File: src/dcw_regs.vh
// register offsets, field positions and fixed values of the device capability word
`ifndef DCW_REGS_VH
`define DCW_REGS_VH

`define DCW_OFF_DEVCAP      12'h004
`define DCW_OFF_TAGSTAT     12'h008

`define DCW_RSVD_HI_MSB     31
`define DCW_RSVD_HI_LSB     29
`define DCW_FLR_BIT         28
`define DCW_SPL_SCALE_MSB   27
`define DCW_SPL_SCALE_LSB   26
`define DCW_SPL_VALUE_MSB   25
`define DCW_SPL_VALUE_LSB   18
`define DCW_RSVD_LO_MSB     17
`define DCW_RSVD_LO_LSB     16
`define DCW_RBER_BIT        15
`define DCW_PWR_IND_BIT     14
`define DCW_ATT_IND_BIT     13
`define DCW_ATT_BTN_BIT     12
`define DCW_L1_LAT_MSB      11
`define DCW_L1_LAT_LSB      9
`define DCW_L0S_LAT_MSB     8
`define DCW_L0S_LAT_LSB     6
`define DCW_EXT_TAG_BIT     5
`define DCW_PHANTOM_MSB     4
`define DCW_PHANTOM_LSB     3
`define DCW_MPS_MSB         2
`define DCW_MPS_LSB         0

`define DCW_RBER_VAL        1'h1
`define DCW_PWR_IND_VAL     1'h0
`define DCW_ATT_IND_VAL     1'h0
`define DCW_ATT_BTN_VAL     1'h0
`define DCW_L1_LAT_VAL      3'h4
`define DCW_L0S_LAT_VAL     3'h4
`define DCW_EXT_TAG_VAL     1'h0
`define DCW_PHANTOM_VAL     2'h0
`define DCW_MPS_VAL         3'h2

`define DCW_SPL_SCALE_RST   2'h0
`define DCW_SPL_VALUE_RST   8'h00

`define DCW_TAG_W           5
`define DCW_TAG_COUNT       32
`define DCW_CNT_W           6

`endif

File: src/dcw_top.v
// device capability word register with APB access and requester tag pool
//
// Overview of operation
// - two-bit slot power scale at 27:26
// - eight-bit slot power value at 25:18
// - bit 15 reads one, role-based errors
// - bits 14:12 read zero, no indicators
// - L1 acceptable latency field reads 100b
// - L0s acceptable latency field reads 100b
// - bit 5 zero, tags from 32 values
// - at most 32 requests outstanding
// - phantom function field reads 00b
// - max payload supported field reads 010b
`timescale 1ns/100ps
`default_nettype none
`include "dcw_regs.vh"

module dcw_top #(
  parameter       ADDR_W  = 12,
  parameter [0:0] FLR_CAP = 1'h0
) (
  input  wire              mclk,
  input  wire              reset_n,
  input  wire              ce,
  input  wire              psel,
  input  wire              penable,
  input  wire              pwrite,
  input  wire [ADDR_W-1:0] paddr,
  input  wire [31:0]       pwdata,
  input  wire [3:0]        pstrb,
  output wire              pready,
  output wire [31:0]       prdata,
  output wire              pslverr,
  input  wire              spl_msg_valid,
  input  wire [1:0]        spl_msg_scale,
  input  wire [7:0]        spl_msg_value,
  input  wire              tag_req_valid,
  output wire              tag_req_ready,
  output wire [4:0]        tag_req_tag,
  input  wire              tag_cpl_valid,
  input  wire [4:0]        tag_cpl_tag,
  output wire [5:0]        tag_outstanding
);

  wire [1:0]  spl_scale_reg;
  wire [7:0]  spl_value_reg;
  reg         pready_reg;
  reg  [31:0] prdata_reg;
  reg         pslverr_reg;
  wire [31:0] busy_reg;
  wire [31:0] busy_next;
  reg  [5:0]  count_reg;
  reg  [5:0]  count_next;
  reg  [4:0]  tag_reg;
  reg         avail_reg;
  reg  [31:0] devcap_word;
  reg  [31:0] tagstat_word;
  reg  [31:0] read_word;
  reg         read_hit;

  wire        access   = psel & penable;
  wire        commit   = access & pready_reg;
  wire        wr_cap   = commit & pwrite & (paddr == `DCW_OFF_DEVCAP);
  wire        grant    = tag_req_valid & avail_reg & ce;
  wire        cpl_hit  = tag_cpl_valid & busy_reg[tag_cpl_tag];
  wire [31:0] take_vec = {31'h00000000, grant} << tag_reg;
  wire [31:0] drop_vec = {31'h00000000, cpl_hit} << tag_cpl_tag;
  // only bytes 3 and 2 can write, and only where a field takes the bits
  wire [31:0] wr_bits  = {{8{pstrb[3]}}, {8{pstrb[2]}}, 16'h0000} & {32{wr_cap}};

  // lowest free tag of a busy mask; all-busy returns zero and is masked by avail
  function [4:0] first_free;
    input [31:0] busy;
    integer i;
    begin
      first_free = 5'h00;
      for (i = `DCW_TAG_COUNT - 1; i >= 0; i = i - 1) begin
        if (!busy[i]) begin
          first_free = i[4:0];
        end
      end
    end
  endfunction

  // composed word; constant fields are wired so no write path exists to them
  always @* begin
    devcap_word = 32'h00000000;
    devcap_word[`DCW_FLR_BIT] = FLR_CAP;
    devcap_word[`DCW_SPL_SCALE_MSB:`DCW_SPL_SCALE_LSB] = spl_scale_reg;
    devcap_word[`DCW_SPL_VALUE_MSB:`DCW_SPL_VALUE_LSB] = spl_value_reg;
    devcap_word[`DCW_RBER_BIT] = `DCW_RBER_VAL;
    devcap_word[`DCW_PWR_IND_BIT] = `DCW_PWR_IND_VAL;
    devcap_word[`DCW_ATT_IND_BIT] = `DCW_ATT_IND_VAL;
    devcap_word[`DCW_ATT_BTN_BIT] = `DCW_ATT_BTN_VAL;
    devcap_word[`DCW_L1_LAT_MSB:`DCW_L1_LAT_LSB] = `DCW_L1_LAT_VAL;
    devcap_word[`DCW_L0S_LAT_MSB:`DCW_L0S_LAT_LSB] = `DCW_L0S_LAT_VAL;
    devcap_word[`DCW_EXT_TAG_BIT] = `DCW_EXT_TAG_VAL;
    devcap_word[`DCW_PHANTOM_MSB:`DCW_PHANTOM_LSB] = `DCW_PHANTOM_VAL;
    devcap_word[`DCW_MPS_MSB:`DCW_MPS_LSB] = `DCW_MPS_VAL;
  end

  always @* begin
    tagstat_word = 32'h00000000;
    tagstat_word[5:0] = count_reg;
    tagstat_word[8] = ~avail_reg;
  end

  always @* begin
    read_word = 32'h00000000;
    read_hit  = 1'b1;
    case (paddr)
      `DCW_OFF_DEVCAP: begin
        read_word = devcap_word;
      end
      `DCW_OFF_TAGSTAT: begin
        read_word = tagstat_word;
      end
      default: begin
        read_hit = 1'b0;
      end
    endcase
  end

  // slot power fields: a captured limit message beats a software write
  dcw_cap_field #(
    .W   (2),
    .RST (`DCW_SPL_SCALE_RST)
  ) u_spl_scale (
    .mclk     (mclk),
    .reset_n  (reset_n),
    .ce       (ce),
    .wr_en    (wr_bits[`DCW_SPL_SCALE_MSB:`DCW_SPL_SCALE_LSB]),
    .wr_data  (pwdata[`DCW_SPL_SCALE_MSB:`DCW_SPL_SCALE_LSB]),
    .cap_en   (spl_msg_valid),
    .cap_data (spl_msg_scale),
    .value    (spl_scale_reg)
  );

  dcw_cap_field #(
    .W   (8),
    .RST (`DCW_SPL_VALUE_RST)
  ) u_spl_value (
    .mclk     (mclk),
    .reset_n  (reset_n),
    .ce       (ce),
    .wr_en    (wr_bits[`DCW_SPL_VALUE_MSB:`DCW_SPL_VALUE_LSB]),
    .wr_data  (pwdata[`DCW_SPL_VALUE_MSB:`DCW_SPL_VALUE_LSB]),
    .cap_en   (spl_msg_valid),
    .cap_data (spl_msg_value),
    .value    (spl_value_reg)
  );

  // tag pool: a tag is handed out only while free, so 32 is the ceiling
  always @* begin
    count_next = count_reg;
    case ({grant, cpl_hit})
      2'b10: begin
        count_next = count_reg + 6'h01;
      end
      2'b01: begin
        count_next = count_reg - 6'h01;
      end
      default: begin
        count_next = count_reg;
      end
    endcase
  end

  genvar g;
  generate
    for (g = 0; g < `DCW_TAG_COUNT; g = g + 1) begin : g_slot
      dcw_tag_slot #(
        .RST (1'h0)
      ) u_slot (
        .mclk      (mclk),
        .reset_n   (reset_n),
        .ce        (ce),
        .take      (take_vec[g]),
        .drop      (drop_vec[g]),
        .busy_next (busy_next[g]),
        .busy      (busy_reg[g])
      );
    end
  endgenerate

  always @(posedge mclk or negedge reset_n) begin
    if (!reset_n) begin
      pready_reg    <= 1'b0;
      prdata_reg    <= 32'h00000000;
      pslverr_reg   <= 1'b0;
    end else if (ce) begin
      // one wait state lets read data come straight from a flop
      pready_reg    <= access & ~pready_reg;
      if (access & ~pready_reg) begin
        prdata_reg  <= pwrite ? 32'h00000000 : read_word;
        pslverr_reg <= ~read_hit;
      end else begin
        prdata_reg  <= 32'h00000000;
        pslverr_reg <= 1'b0;
      end
    end
  end

  always @(posedge mclk or negedge reset_n) begin
    if (!reset_n) begin
      count_reg <= 6'h00;
      tag_reg   <= 5'h00;
      avail_reg <= 1'b1;
    end else if (ce) begin
      count_reg <= count_next;
      tag_reg   <= first_free(busy_next);
      avail_reg <= ~(&busy_next);
    end
  end

  assign pready          = pready_reg & ce;
  assign prdata          = prdata_reg;
  assign pslverr         = pslverr_reg & pready_reg & ce;
  assign tag_req_ready   = avail_reg & ce;
  assign tag_req_tag     = tag_reg;
  assign tag_outstanding = count_reg;

endmodule // dcw_top

// one captured field: software writes per bit, a captured message overrides
module dcw_cap_field #(
  parameter         W   = 8,
  parameter [W-1:0] RST = {W{1'b0}}
) (
  input  wire         mclk,
  input  wire         reset_n,
  input  wire         ce,
  input  wire [W-1:0] wr_en,
  input  wire [W-1:0] wr_data,
  input  wire         cap_en,
  input  wire [W-1:0] cap_data,
  output wire [W-1:0] value
);
  reg [W-1:0] field_reg;
  reg [W-1:0] field_next;

  always @* begin
    field_next = (field_reg & ~wr_en) | (wr_data & wr_en);
    if (cap_en) begin
      field_next = cap_data;
    end
  end

  always @(posedge mclk or negedge reset_n) begin
    if (!reset_n) begin
      field_reg <= RST;
    end else if (ce) begin
      field_reg <= field_next;
    end
  end

  assign value = field_reg;
endmodule // dcw_cap_field

// one tag of the pool: busy from its grant until its completion
module dcw_tag_slot #(
  parameter [0:0] RST = 1'h0
) (
  input  wire mclk,
  input  wire reset_n,
  input  wire ce,
  input  wire take,
  input  wire drop,
  output wire busy_next,
  output wire busy
);
  reg slot_reg;
  reg slot_next;

  // a grant wins over a completion of the same slot
  always @* begin
    slot_next = slot_reg;
    if (drop) begin
      slot_next = 1'b0;
    end
    if (take) begin
      slot_next = 1'b1;
    end
  end

  always @(posedge mclk or negedge reset_n) begin
    if (!reset_n) begin
      slot_reg <= RST;
    end else if (ce) begin
      slot_reg <= slot_next;
    end
  end

  assign busy_next = slot_next;
  assign busy      = slot_reg;
endmodule // dcw_tag_slot

`default_nettype wire

File: config.mk
export PLATFORM = sky130hd
export DESIGN_NAME = dcw_top
export DESIGN_NICKNAME = d
export VERILOG_FILES = /design/src/dcw_top.v
export VERILOG_INCLUDE_DIRS = /design/src /design/src/src
export SDC_FILE = /design/constraint.sdc
export NUM_CORES = 1
export LEC_CHECK = 0
export BUFFER_PORTS_ARGS = -buffer_cell sky130_fd_sc_hd__buf_4
export CORE_ASPECT_RATIO = 1.75
export CORE_MARGIN = 2
export CORE_UTILIZATION = 58
export CTS_CLUSTER_DIAMETER = 30
export DETAILED_ROUTE_END_ITERATION = 10
export PLACE_DENSITY = 0.95
export SLEW_MARGIN = 20
export SYNTH_ARGS = -nofsm -noshare
export SYNTH_HDL_FRONTEND = slang
export SYNTH_HIERARCHICAL = 1
export SYNTH_SLANG_ARGS = --single-unit
File: constraint.sdc
create_clock -name mclk -period 8.67 [get_ports mclk]
set_clock_uncertainty 0.2 [all_clocks]
set_input_delay 0.867 -clock mclk [delete_from_list [all_inputs] [get_ports mclk]]
set_output_delay 0.867 -clock mclk [all_outputs]
set_load 0.02 [all_outputs]
Word-level counts from Yosys, hierarchy flattened
Cells that the tools add are included.
- register bits after elaboration: 88
- bits in latches: 0
- bits in writable memories: 0
- ROM bits: 0
- bits of input ports: 72
- output and inout port bits: 46
- word-level logic and storage cells: 184
- memories: 0
- add/subtract/negate cells: 2
- $mul: 0
- divide/modulo/power cells: 0
- $lt $le $gt $ge: 1
- eq/ne operators: 4
- shifts and indexed selects: 2
- multiplexer cells: 106
- bitwise operators: 25
- reduce and logical (&&, ||, !) cells: 4
- operators with widths (kind ; number):
    two-way mux 5 bit ; 32
    two-way mux 1 bit ; 67
    two-way mux 32 bit ; 2
    left shift 1 x 5 -> 32 bit ; 2
    case mux 28 bit (2 select lines) ; 1
    AND reduction 32 bit ; 1
    bitwise AND 28 bit ; 1
    bitwise AND 8 bit ; 2
    bitwise AND 1 bit ; 12
    equality test 12 x 3 -> 1 bit (second input constant) ; 1
    equality test 12 x 4 -> 1 bit (second input constant) ; 1
    case mux 6 bit (2 select lines) ; 1
    two-way mux 8 bit ; 1
    inverter 8 bit ; 1
    OR 8 bit ; 1
    adder 6 x 1 -> 6 bit (second input constant) ; 1
    < comparator 5 x 6 -> 1 bit (second input constant) ; 1
    subtractor 6 x 1 -> 6 bit (second input constant) ; 1
    binary-select mux 1 bit (select 5 bit) ; 1
    bitwise AND 2 bit ; 2
    inverter 1 bit ; 4
    equality test 2 x 1 -> 1 bit (second input constant) ; 1
    equality test 2 bit (second input constant) ; 1
    two-way mux 2 bit ; 1
    other kinds (5) ; 5

Logic depth before layout (Yosys ltp)
Gate-level depths: netlist (run 1).
- word-level depth: 38
- depth in mapped cells: 14
- depth with buffers taken out: 12

Hierarchy
Netlist (run 1), hierarchy kept.
- modules (own cells, without submodules) (module ; instances ; cells each ; area each (µm²) ; seq. area each (µm²)):
    dcw_top ; 1 ; 335 ; 2642.5 ; 802.0
    dcw_tag_slot ; 32 ; 5 ; 48.8 ; 25.0
    dcw_cap_field (u_spl_value) ; 1 ; 35 ; 466.7 ; 200.2
    dcw_cap_field (u_spl_scale) ; 1 ; 9 ; 113.9 ; 50.0

Worst setup path before layout (run 1)
Ideal clock, no wire load.
- kind: input-to-reg
- start: in tag_cpl_tag[0]
- end: reg count_reg[5], in the netlist tag_outstanding[5]
- library setup time: 0.143 ns
- data arrival time: 3.340 ns
- setup slack: 4.987 ns
- cell stages on the path: 13
- cell sequence: buf_6 mux4_1 a22oi_1 nand3_1 nand3_1 o21ai_0 ha_1 ha_1 nand2_1 o21ai_0 mux2i_1 o311ai_0 xor2_1
- longest elaborated chain between the ends: 6
- RTL lines (what ; line ; source):
    start: declaration ; dcw_top.v:41 ; input wire [4:0] tag_cpl_tag,
    binary-select mux 1 bit (select 5 bit) (*) ; dcw_top.v:65 ; wire cpl_hit = tag_cpl_valid & busy_reg[tag_cpl_tag];
    two-way mux 1 bit (not written as such) (*) ; dcw_top.v:65 ;
    bitwise AND 1 bit (*) ; dcw_top.v:65 ;
    equality test 2 x 1 -> 1 bit or equality test 2 bit (tied branches) ; dcw_top.v:156 ; case ({grant, cpl_hit})
    nonzero test 2 bit (no line) ; n/a ;
    AND reduction 2 bit (no line) ; n/a ;
    end signal: assignment ; dcw_top.v:210 ; count_reg <= count_next;
    end: declaration ; dcw_top.v:52 ; reg [5:0] count_reg;
Every way passes the cells marked *; elsewhere a longest branch is shown, timed or not. The select of a mux whose other input is x is not followed.
A chain may end at the register's enable or synchronous reset.

Worst setup path after layout (run 1)
- start: in ce
- end: out pready
- longest elaborated chain between the ends: 1
- RTL lines (what ; line ; source):
    start: declaration ; dcw_top.v:24 ; input wire ce,
    bitwise AND 1 bit ; dcw_top.v:216 ; assign pready = pready_reg & ce;
    end: declaration ; dcw_top.v:31 ; output wire pready,
No other way between the ends.

==> impl_metrics.ini, run 1 <==
[logic_synthesis]
synth_warnings = 6
ys_top_cells_by_area = dfrtp_1 38%, a22o_1 8.6%, nor2_1 6.3%
synthMostInstantiatedCell = nor2_1
ys_seq_elements = 74
synth_top_area_share_pct = 38.2
netlist_area_sq_mm = 0.00478
ys_types = 58
synth_edf_count = 0
synth_ff_type = dfrtp_1
ys_seq_area_share_pct = 38.7
avgSynthCellArea_sq_um = 8.88
yosysTopAreaCell = dfrtp_1
synth_common_cells = 80 x nor2_1, 73 x dfrtp_1, 64 x nand2_1
ys_async_sr_fraction_pct = 100
syn_inst = 539

[outcome]
outcome = completed

[worst_setup_path]
startpoint_type = primary input
end_kind = output port
cpPeakStageDelay_ns = 0.94
cp_max_fo = 97
required_ns = 7.60
crit_slowest_cell = clkinv_1
cp_common_cell = buf_4
r2r-start = g_slot[20].u_slot/busy$_DFFE_PN0P_
ff2ff_path_depth = 12
cp_cell_sequence = buf_4 > clkinv_1 > nor2_1 > buf_4
arrival_ns = 3.02
r2r_slack_ns = 5.08
r2r-end = tag_outstanding[5]$_DFFE_PN0P_
critPathKind = in -> out

[place]
dp_worst_setup_slack_ns = 4.35
gp_congestion = 0.922
dp_hpwl_um = 9550
port_buffers = 80

[grt]
grt_overflow = 0
grt_usage_pct = 31.9
antenna_found_initial = 0
grt_max_degree = 98
grt_pass1_vias = 4659
grt_pass1_wl_um = 21900

[detailed_routing]
wl_per_cell_um = 19.1
wl_um = 13600
drc = 0
ant_nets = 0
vias_per_cell = 6.53
first_iter_violations = 615
num_vias = 4624
drtPass1Iterations = 8

[pwr]
clkPwrFrac_pct = 32.0
combinationalPowerShare_pct = 27.9
internal_power_uw = 710
power_leakage_nw = 2.64
swShare_pct = 34.5
seqPwrFrac_pct = 40.1
power.density_mw_per_mm2 = 193
p_sw_uw = 374
vdd_ir_drop_max_v = 0.000175

[worst_hold_path]
hp-class = reg -> reg
hold_path_end = avail_reg$_DFFE_PN1P_
whs_path_depth = 2
min_from = avail_reg$_DFFE_PN1P_

[final_layout]
nFillCells = 587
multi_input_area_sq_mm = 0.00261
drive_gt1_share_pct = 16.3
regArea_sq_mm = 0.00185
antenna_cells = 0
fin_util_pct = 70.7
layout.nets = 691
area_delta_synth_final_pct = 17.6

[timing]
setup_violations = 0
fin_crit_ns = 4.09
rsz0062_at_grt = no
post-route-period-util_pct = 47.1
holdWs_ns = 0.292
worst_pin_slew_ns = 0.935
max_clock_freq_ghz = 0.245
slew_violations = 0
finalHoldViolCount = 0
finalSetupTns_ns = 0
relSlewSlack_pct = 37.7
setup_ws_ns = 4.58

[die]
start_util_pct = 60.1
io_pins = 118
die_h_um = 124
fp.dieW_um = 72.7
num_rows = 43
die_area_sq_mm = 0.00902
core_area_sq_mm = 0.00796

[cts]
postCtsSetupRepairBufs = 0
root_buffer = clkbuf_16
clockBufferDepth = 2
numCtsBuffers = 9
cts_sinks = 74
cts_tree = done
clock_latency_ns = 0.34
hold_buffers = 0
cts_resized = 0
h-tree-depth = 3
path_clk_slew_ns = 0.06

[job]
max-cap-violations = 0
power groups by stage:
| stage | clock (mW) | combinational (mW) | sequential (mW) |
|---|---|---|---|
| floorplan | 0 | 0.171 | 0.448 |
| global placement | 0 | 0.282 | 0.434 |
| detailed placement | 0 | 0.293 | 0.437 |
| CTS | 0.346 | 0.296 | 0.432 |
| global route | 0.363 | 0.324 | 0.439 |
| finish | 0.347 | 0.303 | 0.435 |
metrics by stage:
step,power [mW],cell area (sq um),cells
after CTS,1.07,5630,708
after global routing,1.13,5630,708
final,1.08,5630,708
after detailed placement,0.730,5350,692
after global placement,0.716,5350,692
after floorplan,0.619,4830,551
critical path: cells and delay by family:
| kind | cells | cell delay, ns |
|---|---|---|
| buffers and inverters | 3 | 1.79 |
| AND/OR/NAND/NOR | 1 | 0.30 |
logic make-up (layout without fill, tap and decap cells):
family	count (synthesis)	after routing	synth area share, %
AOI/OAI and AO/OA	146	146	24.1
xor gates and xnor gates	4	4	0.732
adders and majority gates	6	6	1.73
buffers and inverters	77	144	7.71
DFF	74	74	38.7
muxes	9	9	4.60
other	1	13	0.0784
and+or+nand+nor	222	222	22.3
area by class of cell:
type                            instances  share of cell area [%]
Multi-Input combinational cell        400                    46.3
Clock inverter                          5                   0.534
Clock buffer                           11                    4.31
Inverter                               48                    3.20
Sequential cell                        74                    32.9
Timing Repair Buffer                   80                    10.7
Tap cell                               90                    2.00
cell usage in the layout, fill, tap and decap left out, drive strengths merged, types with 3 or more instances in the layout:
| cell type | count |
|---|---|
| a21o | 33 |
| a21oi | 8 |
| a221oi | 3 |
| a22o | 47 |
| a22oi | 3 |
| and2 | 3 |
| and3 | 4 |
| buf | 80 |
| clkbuf | 11 |
| clkinv | 4 |
| conb | 13 |
| dfrtp | 73 |
| ha | 5 |
| inv | 47 |
| mux4 | 8 |
| nand2 | 65 |
| nand2b | 7 |
| nand3 | 17 |
| nand4 | 10 |
| nand4bb | 7 |
| nor2 | 80 |
| nor2b | 6 |
| nor3 | 4 |
| nor4 | 4 |
| o21a | 10 |
| o21ai | 15 |
| o221a | 10 |
| or3 | 3 |
| or4bb | 3 |
| xor2 | 3 |
how the worst max path moves through the flow:
| stage | startpoint | to | slack (ns) | depth (start not counted) |
|---|---|---|---|---|
| detailed placement | tag_cpl_tag[0] | tag_outstanding[5]$_DFFE_PN0P_ | 4.35 | 13 |
| global placement | tag_cpl_tag[0] | tag_outstanding[5]$_DFFE_PN0P_ | 4.46 | 13 |
| global route | ce | pready | 4.39 | 4 |
| finish | ce | pready | 4.58 | 4 |
| floorplan | tag_cpl_tag[0] | tag_outstanding[5]$_DFFE_PN0P_ | 4.99 | 13 |
| CTS | ce | pready | 4.63 | 4 |
layer usage:
metal,GRT usage (%),vias up,share of wire (%)
met2,53.0,303,51
met3,5.74,87,8.5
met5,0,-,0
met1,36.4,2168,34
met4,22.6,0,6.5
li1,-,2066,-
Note: power is estimated with default switching activity, not from simulation.
==> run 2, diff against run 1 <==
--- a/config.mk
+++ b/config.mk
@@ -9,10 +9,10 @@
 export BUFFER_PORTS_ARGS = -buffer_cell sky130_fd_sc_hd__buf_4
 export CORE_ASPECT_RATIO = 1.75
 export CORE_MARGIN = 2
-export CORE_UTILIZATION = 58
+export CORE_UTILIZATION = 54
 export CTS_CLUSTER_DIAMETER = 30
 export DETAILED_ROUTE_END_ITERATION = 10
-export PLACE_DENSITY = 0.95
+export PLACE_DENSITY = 0.92
 export SLEW_MARGIN = 20
 export SYNTH_ARGS = -nofsm -noshare
 export SYNTH_HDL_FRONTEND = slang
==> constraint.sdc (replaced) <==
create_clock -name mclk -period 4.25 [get_ports mclk]
set_clock_uncertainty 0.2 [all_clocks]
set_input_delay 0.425 -clock mclk [delete_from_list [all_inputs] [get_ports mclk]]
set_output_delay 0.425 -clock mclk [all_outputs]
set_load 0.02 [all_outputs]
==> impl_metrics.ini, run 2 (same netlist as run 1, synthesis figures left out) <==
[outcome]
outcome = completed

[worst_setup_path]
cp_cell_sequence = mux4_1 > a22oi_1 > and3_1 > o21ai_0 > ha_1 > ha_1 > nand2_1 > o21ai_0 > mux2i_1 > o311ai_0 > xor2_1
ff2ff_path_depth = 11
r2r-end = tag_outstanding[5]$_DFFE_PN0P_
cpPeakStageDelay_ns = 0.54
cp_max_fo = 7
end_kind = flip-flop
r2r-start = g_slot[5].u_slot/busy$_DFFE_PN0P_
crit_slowest_cell = mux4_1
r2r_slack_ns = 0.65
required_ns = 4.26
arrival_ns = 3.61
critPathKind = reg -> reg
startpoint_type = flip-flop

[detailed_routing]
ant_nets = 0
num_vias = 4611
drc = 0
drtPass1Iterations = 6
wl_um = 13600
vias_per_cell = 6.26
first_iter_violations = 451
wl_per_cell_um = 18.5

[grt]
grt_pass1_wl_um = 21800
grt_usage_pct = 29.7
antenna_found_initial = 0
grt_overflow = 0
grt_max_degree = 96
grt_pass1_vias = 4618

[final_layout]
layout.nets = 692
layout_commonest_cell = buf_4
mostFrequentLayoutCells = 81 x buf_4, 80 x nor2_1, 73 x dfrtp_1
antenna_cells = 0
area_delta_synth_final_pct = 19.3
drive_gt1_share_pct = 16.6

[timing]
finalSetupTns_ns = 0
post-route-period-util_pct = 84.8
fin_crit_ns = 3.60
finalHoldViolCount = 0
rsz0062_at_grt = no
slew_violations = 0
setup_violations = 0
worst_pin_slew_ns = 0.948
setup_ws_ns = 0.646
relSlewSlack_pct = 36.8
max_clock_freq_ghz = 0.278

[die]
num_rows = 45
die_area_sq_mm = 0.00966
die_h_um = 129
io_pins = 118
start_util_pct = 55.2
fp.dieW_um = 75.2
core_area_sq_mm = 0.00867

[pwr]
power.density_mw_per_mm2 = 403
power_leakage_nw = 2.67
vdd_ir_drop_max_v = 0.000338

[place]
port_buffers = 80
gp_congestion = 0.947
dp_worst_setup_slack_ns = 0.327
dp_hpwl_um = 9610

[job]
max-cap-violations = 0

[cts]
hold_buffers = 0
root_buffer = clkbuf_16
numCtsBuffers = 9
cts_resized = 0
clockBufferDepth = 2
path_clk_slew_ns = 0.06
postCtsSetupRepairBufs = 0
cts_tree = done
h-tree-depth = 3
cts_sinks = 74
clock_latency_ns = 0.34

[worst_hold_path]
hp-class = in -> async
[run 2: cell types whose count changed in the layout (fill, tap and decap cells not counted)]
cell and delta:
clkbuf_8 +1, inv_6 +2, clkinvlp_4 -1, bufinv_16 +1, clkinv_2 -2, clkbuf_1 -1, buf_4 +1
[run 2: how the worst max path moves through the flow]
stage	slack, ns	end	from
2_1_floorplan	1.01	tag_outstanding[5]$_DFFE_PN0P_	tag_cpl_tag[0]
3_3_place_gp	0.49	tag_outstanding[5]$_DFFE_PN0P_	tag_cpl_tag[0]
3_5_place_dp	0.33	tag_outstanding[5]$_DFFE_PN0P_	tag_cpl_tag[0]
4_1_cts	0.66	tag_outstanding[5]$_DFFE_PN0P_	g_slot[17].u_slot/busy$_DFFE_PN0P_
5_1_grt	0.48	tag_outstanding[5]$_DFFE_PN0P_	g_slot[16].u_slot/busy$_DFFE_PN0P_
6_report	0.65	tag_outstanding[5]$_DFFE_PN0P_	g_slot[5].u_slot/busy$_DFFE_PN0P_
[run 2: final cells by class]
type,instances,area (sq um)
Clock inverter,5,60.1
Sequential cell,74,1850
Fill cell,711,2960
Tap cell,117,146
Timing Repair Buffer,81,608
Multi-Input combinational cell,400,2610
Clock buffer,11,253
Inverter,48,180
[run 2: worst max-delay path, delay by kind of cell (launching register included)]
family / cells / cell delay (ns)
adders and majority gates: 2 / 0.68
DFF: 1 / 0.40
xor gates and xnor gates: 1 / 0.18
AOI/OAI and AO/OA: 4 / 0.92
and+or+nand+nor: 2 / 0.29
muxes: 2 / 0.80
[run 2: routing by layer]
| layer | GRT usage (%) | up-vias | wire [um] |
|---|---|---|---|
| li1 | - | 2072 | - |
| met1 | 34.0 | 2158 | 4950 |
| met2 | 49.1 | 306 | 6920 |
| met3 | 7.13 | 75 | 1000 |
| met4 | 17.2 | 0 | 728 |
| met5 | 0 | - | 0 |
[run 2: where the power goes]
| part | switching (mW) | internal [mW] | leakage (nW) | total, mW |
|---|---|---|---|---|
| clock | 0.309 | 0.490 | 0.153 | 0.798 |
| sequential | 0.0915 | 0.793 | 0.970 | 0.885 |
| combinational | 0.372 | 0.246 | 1.55 | 0.619 |
[run 2: stage by stage]
step                      instances  hold slack [ns]  power [mW]  area, sq um  util (%)
after detailed placement        720            0.275        1.49         5400      62.2
final                           736          0.00950        2.30         5710      65.8
after floorplan                 551          -0.0706        1.26         4830         -
after CTS                       736           0.0706        2.29         5710      65.8
after global routing            736           0.0966        2.38         5710      65.8
after global placement          720            0.270        1.47         5400      62.2
